**src/adc_cal_avg_pkg.sv**
```systemverilog
// package: register map, field positions and shared types of the calibration/averaging block
`default_nettype none
package adc_cal_avg_pkg;
  // ----------------------------------------------------------------
  // register map (byte addresses)
  // ----------------------------------------------------------------
  localparam logic [7:0]  CTRL_OFFSET   = 8'h00;  // calibration_average_control
  localparam logic [7:0]  OFS_OFFSET    = 8'h04;  // offset_correction_value
  localparam logic [7:0]  TRIG_OFFSET   = 8'h08;  // trigger / activity status
  localparam logic [7:0]  RESULT_OFFSET = 8'h0C;  // last stored result
  localparam logic [7:0]  CALVAL_OFFSET = 8'h10;  // calibration value load flag (bit 0)
  // ----------------------------------------------------------------
  // field positions
  // ----------------------------------------------------------------
  localparam int CAL_BIT   = 7;
  localparam int CALIBRATION_FAILED_FLAG_BIT  = 6;
  localparam int CONT_BIT  = 3;
  localparam int AVERAGE_ENABLE_BIT  = 2;
  localparam int TRIG_BIT  = 0;
  localparam int ACT_BIT   = 1;
  // ----------------------------------------------------------------
  // reset values and counts
  // ----------------------------------------------------------------
  localparam logic [31:0] CTRL_RESET    = 32'h0000_0000;
  localparam logic [15:0] OFS_RESET     = 16'h0000;
  localparam int          CAL_CYCLES    = 64;
  localparam int          CONV_CYCLES   = 8;
  typedef enum logic [1:0] {
    ST_IDLE = 2'b00,
    ST_CONV = 2'b01,
    ST_CAL  = 2'b10
  } state_type;
  typedef struct packed {
    logic        cont;
    logic        avgEn;
    logic [1:0]  avgSel;
  } mode_type;
endpackage : adc_cal_avg_pkg
`default_nettype wire

```
**src/adc_cal_avg.sv**
```systemverilog
// design: calibration sequencer, conversion/averaging control and offset correction
//
// Design decisions made here: the APB slave port and the register offsets.
`default_nettype none
// Functional notes
// - setting calibration bit starts self-calibration
// - calibration bit reads one until done
// - register write during calibration fails it
// - calibration start aborts running conversion
// - hardware trigger, write, stop fail calibration
// - any write to failed flag clears it
// - failed flag zero on success, one failure
// - continuous off: one conversion or set
// - continuous on: repeat conversions or sets
// - average enable switches hardware averaging
// - select field gives 4/8/16/32 samples
// - reserved control bits read zero
// - offset is signed left-justified 16-bit
// - offset subtracted before result stored
// - corrected result clamped to mode limits
// - offset written by software or calibration
// - calibration end loads plus-side values
// - active flag spans run, clears on abort
// - trigger select one means hardware trigger
module adc_cal_avg #(
  parameter int DATA_W = 16
) (
  input  wire logic              clk_sys,
  input  wire logic              rstn,
  input  wire logic              psel,
  input  wire logic              penable,
  input  wire logic              pwrite,
  input  wire logic [7:0]        paddr,
  input  wire logic [31:0]       pwdata,
  output logic      [31:0]       prdata,
  output logic                   pready,
  output logic                   pslverr,
  input  wire logic              convStart,
  input  wire logic              sampleValid,
  input  wire logic [DATA_W-1:0] sampleData,
  input  wire logic [DATA_W-1:0] modeMax,
  input  wire logic [DATA_W-1:0] modeMin,
  input  wire logic              stopMode,
  input  wire logic [15:0]       calOffset,
  output logic                   convRequest,
  output logic                   convAbort,
  output logic                   resultValid,
  output logic      [DATA_W-1:0] resultData,
  output logic                   calValueLoad
);
  // ----------------------------------------------------------------
  // register state
  // ----------------------------------------------------------------
  adc_cal_avg_pkg::state_type state_r, state_nxt;
  adc_cal_avg_pkg::mode_type  mode_r;
  logic        cal_r;
  logic        calFail_r;
  logic        trig_r;
  logic [15:0] ofs_r;
  logic [5:0]  calCnt_r;
  logic [5:0]  sampCnt_r;
  logic [20:0] accum_r;
  logic        convRequest_r;
  logic        convAbort_r;
  logic        resultValid_r;
  logic [DATA_W-1:0] resultData_r;
  logic        calValueLoad_r;
  logic        active_r;

  // stop-mode pin is asynchronous: three flops, act when last two are both high
  logic [2:0]  stopSync_r;

  // ----------------------------------------------------------------
  // bus decode
  // ----------------------------------------------------------------
  wire        wrAcc    = psel && penable && pwrite;
  wire        selCtrl  = paddr == adc_cal_avg_pkg::CTRL_OFFSET;
  wire        selOfs   = paddr == adc_cal_avg_pkg::OFS_OFFSET;
  wire        selTrig  = paddr == adc_cal_avg_pkg::TRIG_OFFSET;
  wire        selRes   = paddr == adc_cal_avg_pkg::RESULT_OFFSET;
  wire        selCal   = paddr == adc_cal_avg_pkg::CALVAL_OFFSET;
  wire        mapped   = selCtrl || selOfs || selTrig || selRes || selCal;
  wire        wrCtrl   = wrAcc && selCtrl;
  wire        wrOfs    = wrAcc && selOfs;
  wire        wrTrig   = wrAcc && selTrig;
  wire        calGo    = wrCtrl && pwdata[adc_cal_avg_pkg::CAL_BIT] && !cal_r;
  wire        inCal    = state_r == adc_cal_avg_pkg::ST_CAL;
  wire        calDone  = inCal && calCnt_r == 6'(adc_cal_avg_pkg::CAL_CYCLES - 1);
  // a stop request counts once the second and third flops are both high
  wire        stopNow  = stopSync_r[2] && stopSync_r[1];
  // failure causes while calibrating
  wire        calBad   = inCal && (wrAcc || trig_r || stopNow);
  wire        calEnd   = calDone || calBad;

  // ----------------------------------------------------------------
  // averaging and correction
  // ----------------------------------------------------------------
  function automatic logic [5:0] sampleCount(input logic en, input logic [1:0] sel);
    sampleCount = en ? (6'h04 << sel) : 6'h01;
  endfunction : sampleCount

  function automatic logic [DATA_W-1:0] correct(input logic [DATA_W-1:0] raw, input logic [15:0] ofs,
                                                  input logic [DATA_W-1:0] hi, input logic [DATA_W-1:0] lo);
    logic signed [DATA_W+16:0] diff;
    diff = $signed({17'h0, raw}) - $signed({{(DATA_W+1){ofs[15]}}, ofs});
    if (diff > $signed({17'h0, hi}))
      correct = hi;
    else if (diff < $signed({17'h0, lo}))
      correct = lo;
    else
      correct = diff[DATA_W-1:0];
  endfunction : correct

  wire [5:0]  setSize  = sampleCount(mode_r.avgEn, mode_r.avgSel);
  wire [20:0] accNext  = accum_r + 21'(sampleData);
  wire        lastSamp = sampleValid && state_r == adc_cal_avg_pkg::ST_CONV && sampCnt_r == setSize - 6'h01;
  // mean by shift: sample counts are powers of two
  wire [20:0] mean     = mode_r.avgEn ? (accNext >> (3'd2 + 3'(mode_r.avgSel))) : accNext;

  // ----------------------------------------------------------------
  // state machine
  // ----------------------------------------------------------------
  always_comb begin
    state_nxt = state_r;
    unique case (state_r)
      adc_cal_avg_pkg::ST_IDLE: begin
        if (calGo)
          state_nxt = adc_cal_avg_pkg::ST_CAL;
        else if (convStart)
          state_nxt = adc_cal_avg_pkg::ST_CONV;
      end
      adc_cal_avg_pkg::ST_CONV: begin
        if (calGo)
          state_nxt = adc_cal_avg_pkg::ST_CAL;
        else if (lastSamp && !mode_r.cont)
          state_nxt = adc_cal_avg_pkg::ST_IDLE;
      end
      adc_cal_avg_pkg::ST_CAL: begin
        if (calEnd)
          state_nxt = adc_cal_avg_pkg::ST_IDLE;
      end
      default: state_nxt = adc_cal_avg_pkg::ST_IDLE;
    endcase
  end

  always_ff @(posedge clk_sys) begin
    if (!rstn) begin
      state_r    <= adc_cal_avg_pkg::ST_IDLE;
      stopSync_r <= 3'h0;
    end else begin
      state_r    <= state_nxt;
      stopSync_r <= {stopSync_r[1:0], stopMode};
    end
  end

  // ----------------------------------------------------------------
  // control register
  // ----------------------------------------------------------------
  always_ff @(posedge clk_sys) begin
    if (!rstn) begin
      mode_r    <= '0;
      cal_r     <= 1'b0;
      calFail_r <= 1'b0;
      trig_r    <= 1'b0;
    end else begin
      if (wrCtrl && !inCal)
        mode_r <= {pwdata[adc_cal_avg_pkg::CONT_BIT], pwdata[adc_cal_avg_pkg::AVERAGE_ENABLE_BIT], pwdata[1:0]};
      if (calGo)
        cal_r <= 1'b1;
      else if (calEnd)
        cal_r <= 1'b0;
      // failure set wins over the clearing write
      if (calBad)
        calFail_r <= 1'b1;
      else if (calGo)
        calFail_r <= 1'b0;
      else if (wrCtrl)
        calFail_r <= 1'b0;
      if (wrTrig && !inCal)
        trig_r <= pwdata[adc_cal_avg_pkg::TRIG_BIT];
    end
  end

  // ----------------------------------------------------------------
  // offset register and calibration counter
  // ----------------------------------------------------------------
  always_ff @(posedge clk_sys) begin
    if (!rstn) begin
      ofs_r          <= adc_cal_avg_pkg::OFS_RESET;
      calCnt_r       <= 6'h00;
      calValueLoad_r <= 1'b0;
    end else begin
      calValueLoad_r <= calDone && !calBad;
      calCnt_r       <= inCal ? calCnt_r + 6'h01 : 6'h00;
      if (calDone && !calBad)
        ofs_r <= calOffset;
      else if (wrOfs && !inCal)
        ofs_r <= pwdata[15:0];
    end
  end

  // ----------------------------------------------------------------
  // conversion sequencing
  // ----------------------------------------------------------------
  always_ff @(posedge clk_sys) begin
    if (!rstn) begin
      sampCnt_r     <= 6'h00;
      accum_r       <= 21'h0;
      active_r      <= 1'b0;
      convRequest_r <= 1'b0;
      convAbort_r   <= 1'b0;
      resultValid_r <= 1'b0;
      resultData_r  <= '0;
    end else begin
      convAbort_r   <= calGo && state_r == adc_cal_avg_pkg::ST_CONV;
      resultValid_r <= lastSamp && !calGo;
      convRequest_r <= state_nxt == adc_cal_avg_pkg::ST_CONV;
      active_r      <= state_nxt == adc_cal_avg_pkg::ST_CONV;
      if (state_r != adc_cal_avg_pkg::ST_CONV || calGo) begin
        sampCnt_r <= 6'h00;
        accum_r   <= 21'h0;
      end else if (lastSamp) begin
        sampCnt_r    <= 6'h00;
        accum_r      <= 21'h0;
        resultData_r <= correct(mean[DATA_W-1:0], ofs_r, modeMax, modeMin);
      end else if (sampleValid) begin
        sampCnt_r <= sampCnt_r + 6'h01;
        accum_r   <= accNext;
      end
    end
  end

  // ----------------------------------------------------------------
  // read data
  // ----------------------------------------------------------------
  wire [31:0] ctrlRead = {24'h0, cal_r, calFail_r, 2'b00, mode_r.cont, mode_r.avgEn, mode_r.avgSel};
  assign prdata = !psel ? 32'h0 :
                  selCtrl ? ctrlRead :
                  selOfs ? {16'h0, ofs_r} :
                  selTrig ? {30'h0, active_r, trig_r} :
                  selRes ? 32'(resultData_r) :
                  selCal ? {31'h0, calValueLoad_r} : 32'h0;
  assign pready       = 1'b1;
  assign pslverr      = psel && penable && !mapped;
  assign convRequest  = convRequest_r;
  assign convAbort    = convAbort_r;
  assign resultValid  = resultValid_r;
  assign resultData   = resultData_r;
  assign calValueLoad = calValueLoad_r;

  // ----------------------------------------------------------------
  // checks
  // ----------------------------------------------------------------
  a_cal_start_sets: assert property (@(posedge clk_sys) disable iff (!rstn)
    calGo |=> cal_r && inCal) else $error("calibration did not start");
  a_cal_bit_holds: assert property (@(posedge clk_sys) disable iff (!rstn)
    inCal |-> cal_r) else $error("calibration bit low while calibrating");
  a_write_fails_cal: assert property (@(posedge clk_sys) disable iff (!rstn)
    inCal && wrAcc |=> calFail_r && !cal_r) else $error("write did not fail calibration");
  a_abort_conv: assert property (@(posedge clk_sys) disable iff (!rstn)
    calGo && state_r == adc_cal_avg_pkg::ST_CONV |=> convAbort && !active_r) else $error("conversion not aborted");
  a_trig_fails_cal: assert property (@(posedge clk_sys) disable iff (!rstn)
    inCal && trig_r |=> calFail_r) else $error("hardware trigger did not fail calibration");
  a_write_clears_flag: assert property (@(posedge clk_sys) disable iff (!rstn)
    wrCtrl && !calBad && calFail_r |=> !calFail_r) else $error("flag not cleared by write");
  a_single_stops: assert property (@(posedge clk_sys) disable iff (!rstn)
    lastSamp && !mode_r.cont && !calGo |=> state_r == adc_cal_avg_pkg::ST_IDLE) else $error("single run kept going");
  a_result_clamped: assert property (@(posedge clk_sys) disable iff (!rstn)
    resultValid && $stable(modeMax) |-> resultData <= modeMax) else $error("result above limit");
  a_cal_load: assert property (@(posedge clk_sys) disable iff (!rstn)
    calDone && !calBad |=> calValueLoad && ofs_r == $past(calOffset)) else $error("calibration values not loaded");

  // ----------------------------------------------------------------
  // checks: calibration
  // ----------------------------------------------------------------
  a_stop_fails_cal: assert property (@(posedge clk_sys) disable iff (!rstn)
    inCal && stopNow |=> calFail_r && !inCal)
    else $error("stop request did not fail calibration");

  a_cal_end_clears: assert property (@(posedge clk_sys) disable iff (!rstn)
    calEnd |=> !cal_r && state_r == adc_cal_avg_pkg::ST_IDLE)
    else $error("calibration bit not cleared at end");

  a_cal_success: assert property (@(posedge clk_sys) disable iff (!rstn)
    calDone && !calBad |=> !calFail_r)
    else $error("failed flag set after clean calibration");

  a_mode_frozen: assert property (@(posedge clk_sys) disable iff (!rstn)
    inCal && wrCtrl |=> mode_r == $past(mode_r))
    else $error("mode changed by write during calibration");

  a_calload_pulse: assert property (@(posedge clk_sys) disable iff (!rstn)
    calValueLoad |=> !calValueLoad)
    else $error("calibration load pulse too long");

  a_abort_only_cal: assert property (@(posedge clk_sys) disable iff (!rstn)
    convAbort |-> $past(calGo) && $past(state_r) == adc_cal_avg_pkg::ST_CONV)
    else $error("abort without calibration start");

  // ----------------------------------------------------------------
  // checks: conversion
  // ----------------------------------------------------------------
  a_result_floor: assert property (@(posedge clk_sys) disable iff (!rstn)
    resultValid && $stable(modeMin) |-> resultData >= modeMin)
    else $error("result below limit");

  a_active_start: assert property (@(posedge clk_sys) disable iff (!rstn)
    state_r == adc_cal_avg_pkg::ST_IDLE && convStart && !calGo |=> active_r && convRequest)
    else $error("run start not flagged active");

  a_cont_repeats: assert property (@(posedge clk_sys) disable iff (!rstn)
    lastSamp && mode_r.cont && !calGo |=> state_r == adc_cal_avg_pkg::ST_CONV && active_r)
    else $error("continuous run stopped");

  a_single_size: assert property (@(posedge clk_sys) disable iff (!rstn)
    !mode_r.avgEn |-> setSize == 6'h01)
    else $error("set size not one without averaging");

  a_set_size: assert property (@(posedge clk_sys) disable iff (!rstn)
    mode_r.avgEn |-> (mode_r.avgSel == 2'h0 && setSize == 6'h04) ||
                     (mode_r.avgSel == 2'h1 && setSize == 6'h08) ||
                     (mode_r.avgSel == 2'h2 && setSize == 6'h10) ||
                     (mode_r.avgSel == 2'h3 && setSize == 6'h20))
    else $error("set size does not match select");

  // ----------------------------------------------------------------
  // checks: register bus
  // ----------------------------------------------------------------
  a_reserved_zero: assert property (@(posedge clk_sys) disable iff (!rstn)
    psel && selCtrl |-> prdata[31:8] == 24'h0 && prdata[5:4] == 2'h0)
    else $error("reserved control bits not zero");

  a_ofs_write: assert property (@(posedge clk_sys) disable iff (!rstn)
    wrOfs && !inCal |=> ofs_r == $past(pwdata[15:0]))
    else $error("offset write not stored");

  a_trig_hold: assert property (@(posedge clk_sys) disable iff (!rstn)
    wrTrig && !inCal |=> trig_r == $past(pwdata[adc_cal_avg_pkg::TRIG_BIT]))
    else $error("trigger select write not stored");
endmodule : adc_cal_avg
`default_nettype wire

```
**config.mk**
```make
export PLATFORM = sky130hd
export DESIGN_NAME = adc_cal_avg
export DESIGN_NICKNAME = d
export VERILOG_FILES = /design/src/adc_cal_avg_pkg.sv /design/src/adc_cal_avg.sv
export SDC_FILE = /design/constraint.sdc
export NUM_CORES = 1
export LEC_CHECK = 0
export BUFFER_PORTS_ARGS = -buffer_cell sky130_fd_sc_hd__buf_2
export CAP_MARGIN = 25
export CORE_AREA = 2 2 123 125
export DETAILED_ROUTE_END_ITERATION = 10
export DIE_AREA = 0 0 125 127
export PLACE_DENSITY_LB_ADDON = 0.12
export SYNTH_ARGS = -nofsm -noshare
export SYNTH_HDL_FRONTEND = slang
export SYNTH_SLANG_ARGS = --single-unit
```
**constraint.sdc**
```tcl
create_clock -name clk_sys -period 6.65 [get_ports clk_sys]
set_clock_uncertainty 0.05 [all_clocks]
set_input_delay 0.3325 -clock clk_sys [delete_from_list [all_inputs] [get_ports clk_sys]]
set_output_delay 0.3325 -clock clk_sys [all_outputs]
set_load 0.03 [all_outputs]
```
==> impl_metrics.csv <==
group,metric,value,unit
worst_setup_path,worstRegToRegCells,30,
floorplan,row_count,44,
drt,remaining_routing_drc_violations,0,
drt,initialDrtViolationCount,353,
logic_synthesis,synth_edf_count,0,
logic_synthesis,post_synth.cell_area_avg,7.88,um2
logic_synthesis,synth.ff_latch_count,81,
power,internal_portion_of_total_power,1.00,mW
clock_tree,cts_max_level,3,
job,drv_cap,0,
floorplan,design.die.area,15900,um2
clock_tree,cts_num_sinks,81,
layout,final_util,0.590,
drt,drt_pre_antenna_iters,7,
floorplan,die_y,127,um
power,power.leakage,3.95,nW
worst_setup_path,regToRegEndpoint,"resultData[13]$_SDFFE_PN0P_",
worst_setup_path,timing.critical_path.slowest_cell_delay,370,ps
logic_synthesis,mappedNetlistArea,7140,um2
clock_tree,clock_latency,360,ps
sta,post_route_setup_slack,300,ps
logic_synthesis,synth_largest_area_cell,"sky130_fd_sc_hd__dfxtp_1",
logic_synthesis,top_flip_flop_cell_by_instance_count_after_synthesis,"sky130_fd_sc_hd__dfxtp_1",
sta,timing.final.setup_violations,0,
sta,max_clock_freq,157,MHz
layout,filler_cell_count,1355,
sta,finalHoldViolCount,0,
worst_setup_path,crit_slowest_cell,"sky130_fd_sc_hd__o211ai_1",
placement,pre_cts_slack,-1.91,ps
worst_setup_path,critical-path-top-cell-by-count,"sky130_fd_sc_hd__o31a_1",
power,pwr-share-clk,0.320,
drt,route.detailed.wl_per_inst,16.1,um
worst_setup_path,worst_ep_required_time,6860,ps
logic_synthesis,yosys.cell_types.count,74,
logic_synthesis,synth_largest_type_area_fraction,0.227,
floorplan,core_area,14400,um2
clock_tree,clk_pin_slew_worst_setup_hold_paths,80,ps
power,switchingPower,0.554,mW
logic_synthesis,synth.most_common_cell,"sky130_fd_sc_hd__nor2_1",
layout,antennaDiodeCount,0,
worst_setup_path,worst-setup-path-type,"reg -> reg",
sta,transition_time_of_the_tightest_slew_check_pin,973,ps
placement,hpwlAfterDp,15500,um
status,result_of_the_run,"finished clean",
clock_tree,tritoncts.num_buffers,9,
global_routing,number_of_antenna_violations_at_the_first_check_in_global_routing,0,
floorplan,fp.dieW,125,um
floorplan,initial_core_utilization,0.495,
logic_synthesis,ys_warn_count,0,
layout,multiInputGateArea,5200,um2
power,power-per-cell-area,183,nW/um2
clock_tree,clock_path_buffers,2,
logic_synthesis,synth_top_cells_by_area,"sky130_fd_sc_hd__dfxtp_1 23%, sky130_fd_sc_hd__ha_1 12%, sky130_fd_sc_hd__mux2i_1 9.3%",
drt,postRouteAntennaNets,0,
worst_hold_path,whs_endpoint,"stopSync_r[0]$_SDFF_PN0_",
logic_synthesis,synth-async-reset-ratio,0,
logic_synthesis,synth_cells,906,
worst_setup_path,cp-start-kind,"flop",
placement,gp_congestion,0.897,
logic_synthesis,post_synth_most_frequent_cells,"99 x sky130_fd_sc_hd__nor2_1, 81 x sky130_fd_sc_hd__dfxtp_1, 66 x sky130_fd_sc_hd__ha_1, 66 x sky130_fd_sc_hd__mux2i_1, 65 x sky130_fd_sc_hd__inv_1",
power,maximum_resistive_drop_on_vdd,0.000183,V
worst_setup_path,worst_r2r_startpoint,"accum_r[0]$_SDFFE_PP0P_",
power,power.share.switching,0.355,
sta,grt_setup_unrepaired,"yes",
placement,port_buffers,132,
clock_tree,clock-root-buffer,"sky130_fd_sc_hd__clkbuf_16",
drt,route.vias.total,6833,
worst_setup_path,critical_path.endpoint_type,"flop",
worst_hold_path,hp-start,"stopMode",
worst_setup_path,cp_max_fo,7,
sta,finalHoldWorstSlack,130,ps
global_routing,grt_max_degree,33,
power,finalPower,1.56,mW
sta,fin_crit_sh,0.955,
sta,post-route-min-period,6350,ps
clock_tree,cts_tree,"done",
floorplan,ios,166,
worst_setup_path,cp_data_arrival_time,6560,ps
global_routing,global_route_wire_length_before_repair,31500,um
power,seq_power_share,0.330,
drt,routed_via_density,5.57,
worst_hold_path,worst_min_path_class,"in -> reg",
layout,area.growth.synth_to_final,19.3,%
layout,nets,1218,
worst_hold_path,min_path_cells,2,
layout,seqCellArea,1620,um2
drt,wl,19700,um
power,combPwrFrac,0.350,
sta,final_max_slew_viol_count,0,
global_routing,globalRoute.totalOverflow,0,
logic_synthesis,synth_sequential_area_ratio,0.227,
layout,post_route_cells_drive_above_1_share,0.226,
global_routing,vias_in_the_first_global_route,6317,
sta,worst_slew_margin_rel,0.351,
global_routing,track_usage,0.244,
worst_setup_path,slack_of_the_worst_reg_to_reg_path,300,ps
## cells in the final DEF, fill, tap and decap left out, types with 4 or more instances in the layout
cell                        Yosys  final
sky130_fd_sc_hd__a22o_1         4      4
sky130_fd_sc_hd__xnor2_1       25     21
sky130_fd_sc_hd__a211oi_1      21     21
sky130_fd_sc_hd__and3_1        22     22
sky130_fd_sc_hd__a22oi_1       14     14
sky130_fd_sc_hd__o21ai_1       12     15
sky130_fd_sc_hd__nor4b_1        4      4
sky130_fd_sc_hd__conb_1         2     17
sky130_fd_sc_hd__o21bai_1       6      6
sky130_fd_sc_hd__o21a_1         8      8
sky130_fd_sc_hd__nand4_1       10     10
sky130_fd_sc_hd__a211o_1        6      6
sky130_fd_sc_hd__nand2b_1       4      4
sky130_fd_sc_hd__inv_1         65     64
sky130_fd_sc_hd__nor3_1        11     11
sky130_fd_sc_hd__a31oi_1        8      6
sky130_fd_sc_hd__mux2i_1       66     65
sky130_fd_sc_hd__dfxtp_1       81     80
sky130_fd_sc_hd__ha_1          66     64
sky130_fd_sc_hd__a21o_1        17     17
sky130_fd_sc_hd__buf_2          5    132
sky130_fd_sc_hd__o211ai_1      12     12
sky130_fd_sc_hd__xor2_1        18     17
sky130_fd_sc_hd__a21oi_1       48     40
sky130_fd_sc_hd__mux2_2         5      4
sky130_fd_sc_hd__a21oi_2        0      8
sky130_fd_sc_hd__buf_4         17     26
sky130_fd_sc_hd__o21ai_0       46     41
sky130_fd_sc_hd__nor2_1        99     98
sky130_fd_sc_hd__nand3_1       19     19
sky130_fd_sc_hd__or3_1          6      6
sky130_fd_sc_hd__xnor2_2        0      4
sky130_fd_sc_hd__nor2b_1       12     11
sky130_fd_sc_hd__clkbuf_16      0      9
sky130_fd_sc_hd__and2_1        12     12
sky130_fd_sc_hd__a221o_1        5      5
sky130_fd_sc_hd__nand2_1       58     58
## critical path, delay by kind of cell (launching register included)
| kind | cells | cell delay (ps) |
|---|---|---|
| buffers and inverters | 2 | 170 |
| and+or+nand+nor | 5 | 670 |
| AOI/OAI and AO/OA | 16 | 3090 |
| muxes | 2 | 600 |
| xor gates and xnor gates | 1 | 170 |
| adders and majority gates | 4 | 1150 |
| DFF | 1 | 350 |
## registers in the layout (all words and copies together) (netlist names)
| register | cells |
|---|---|
| accum_r | 21 |
| state_r | 2 |
| convAbort | 1 |
| ofs_r | 16 |
| resultData | 16 |
| calFail_r | 1 |
| trig_r | 1 |
| ctrlRead | 4 |
| sampCnt_r | 6 |
| stopSync_r | 3 |
| calValueLoad | 1 |
| cal_r | 1 |
| resultValid | 1 |
| active_r | 1 |
| calCnt_r | 6 |
## logic make-up after synthesis
kind of cell / after synthesis / synth area share
simple gates: 279 / 0.195
compound gates: 240 / 0.226
buf+inv: 122 / 0.0762
flops: 81 / 0.227
mux: 71 / 0.100
fa+ha+maj: 68 / 0.121
xor+xnor: 43 / 0.0528
other cells: 2 / 0.00105
## repair_timing
| item | in CTS | in global routing |
|---|---|---|
| hold buffers | 0 | 0 |
| gates resized for setup | 0 | 38 |
| setup buffers | 0 | 7 |
| setup endpoints to repair | 0 | 16 |
## layer usage
metal  routed length [um]  share of wire  vias to the layer above  global-route usage
met5                    0              0                        -                   0
met2                 9430           0.48                      172               0.413
met1                 8840           0.45                     3152               0.318
met3                  980          0.050                       29              0.0465
met4                  460          0.023                        0              0.0739
li1                     -              -                     3480                   -
## final cells by class
cell class	count	share of cell area
inverters	66	0.0291
clock inverters	6	0.00573
repair buffers	162	0.109
multi-input cells	718	0.611
flip-flops and latches	81	0.191
well taps	184	0.0270
clock buffers	10	0.0281
## per-stage QoR
step	TNS, ps	cells	area (um2)
2_1_floorplan	0	921	7190
3_3_place_gp	0	1202	7990
3_5_place_dp	-1.91	1203	8000
4_1_cts	0	1219	8290
5_1_grt	-379	1227	8510
6_report	0	1227	8510
## power by group through the flow
stage               logic (mW)  clock network, mW  registers, mW
CTS                      0.522              0.507          0.515
finish                   0.545              0.499          0.515
global placement         0.516                  0          0.526
detailed placement       0.518                  0          0.526
global route             0.602              0.528          0.516
floorplan                0.355                  0          0.539
## how the worst max path moves through the flow
stage | from | endpoint
finish | accum_r[0]$_SDFFE_PP0P_ | resultData[13]$_SDFFE_PN0P_
detailed placement | sampleData[0] | resultData[14]$_SDFFE_PN0P_
CTS | accum_r[0]$_SDFFE_PP0P_ | resultData[2]$_SDFFE_PN0P_
global placement | sampleData[0] | resultData[14]$_SDFFE_PN0P_
global route | accum_r[0]$_SDFFE_PP0P_ | resultData[0]$_SDFFE_PN0P_
floorplan | sampleData[0] | resultData[12]$_SDFFE_PN0P_
Power figures use the tool's default switching activity.
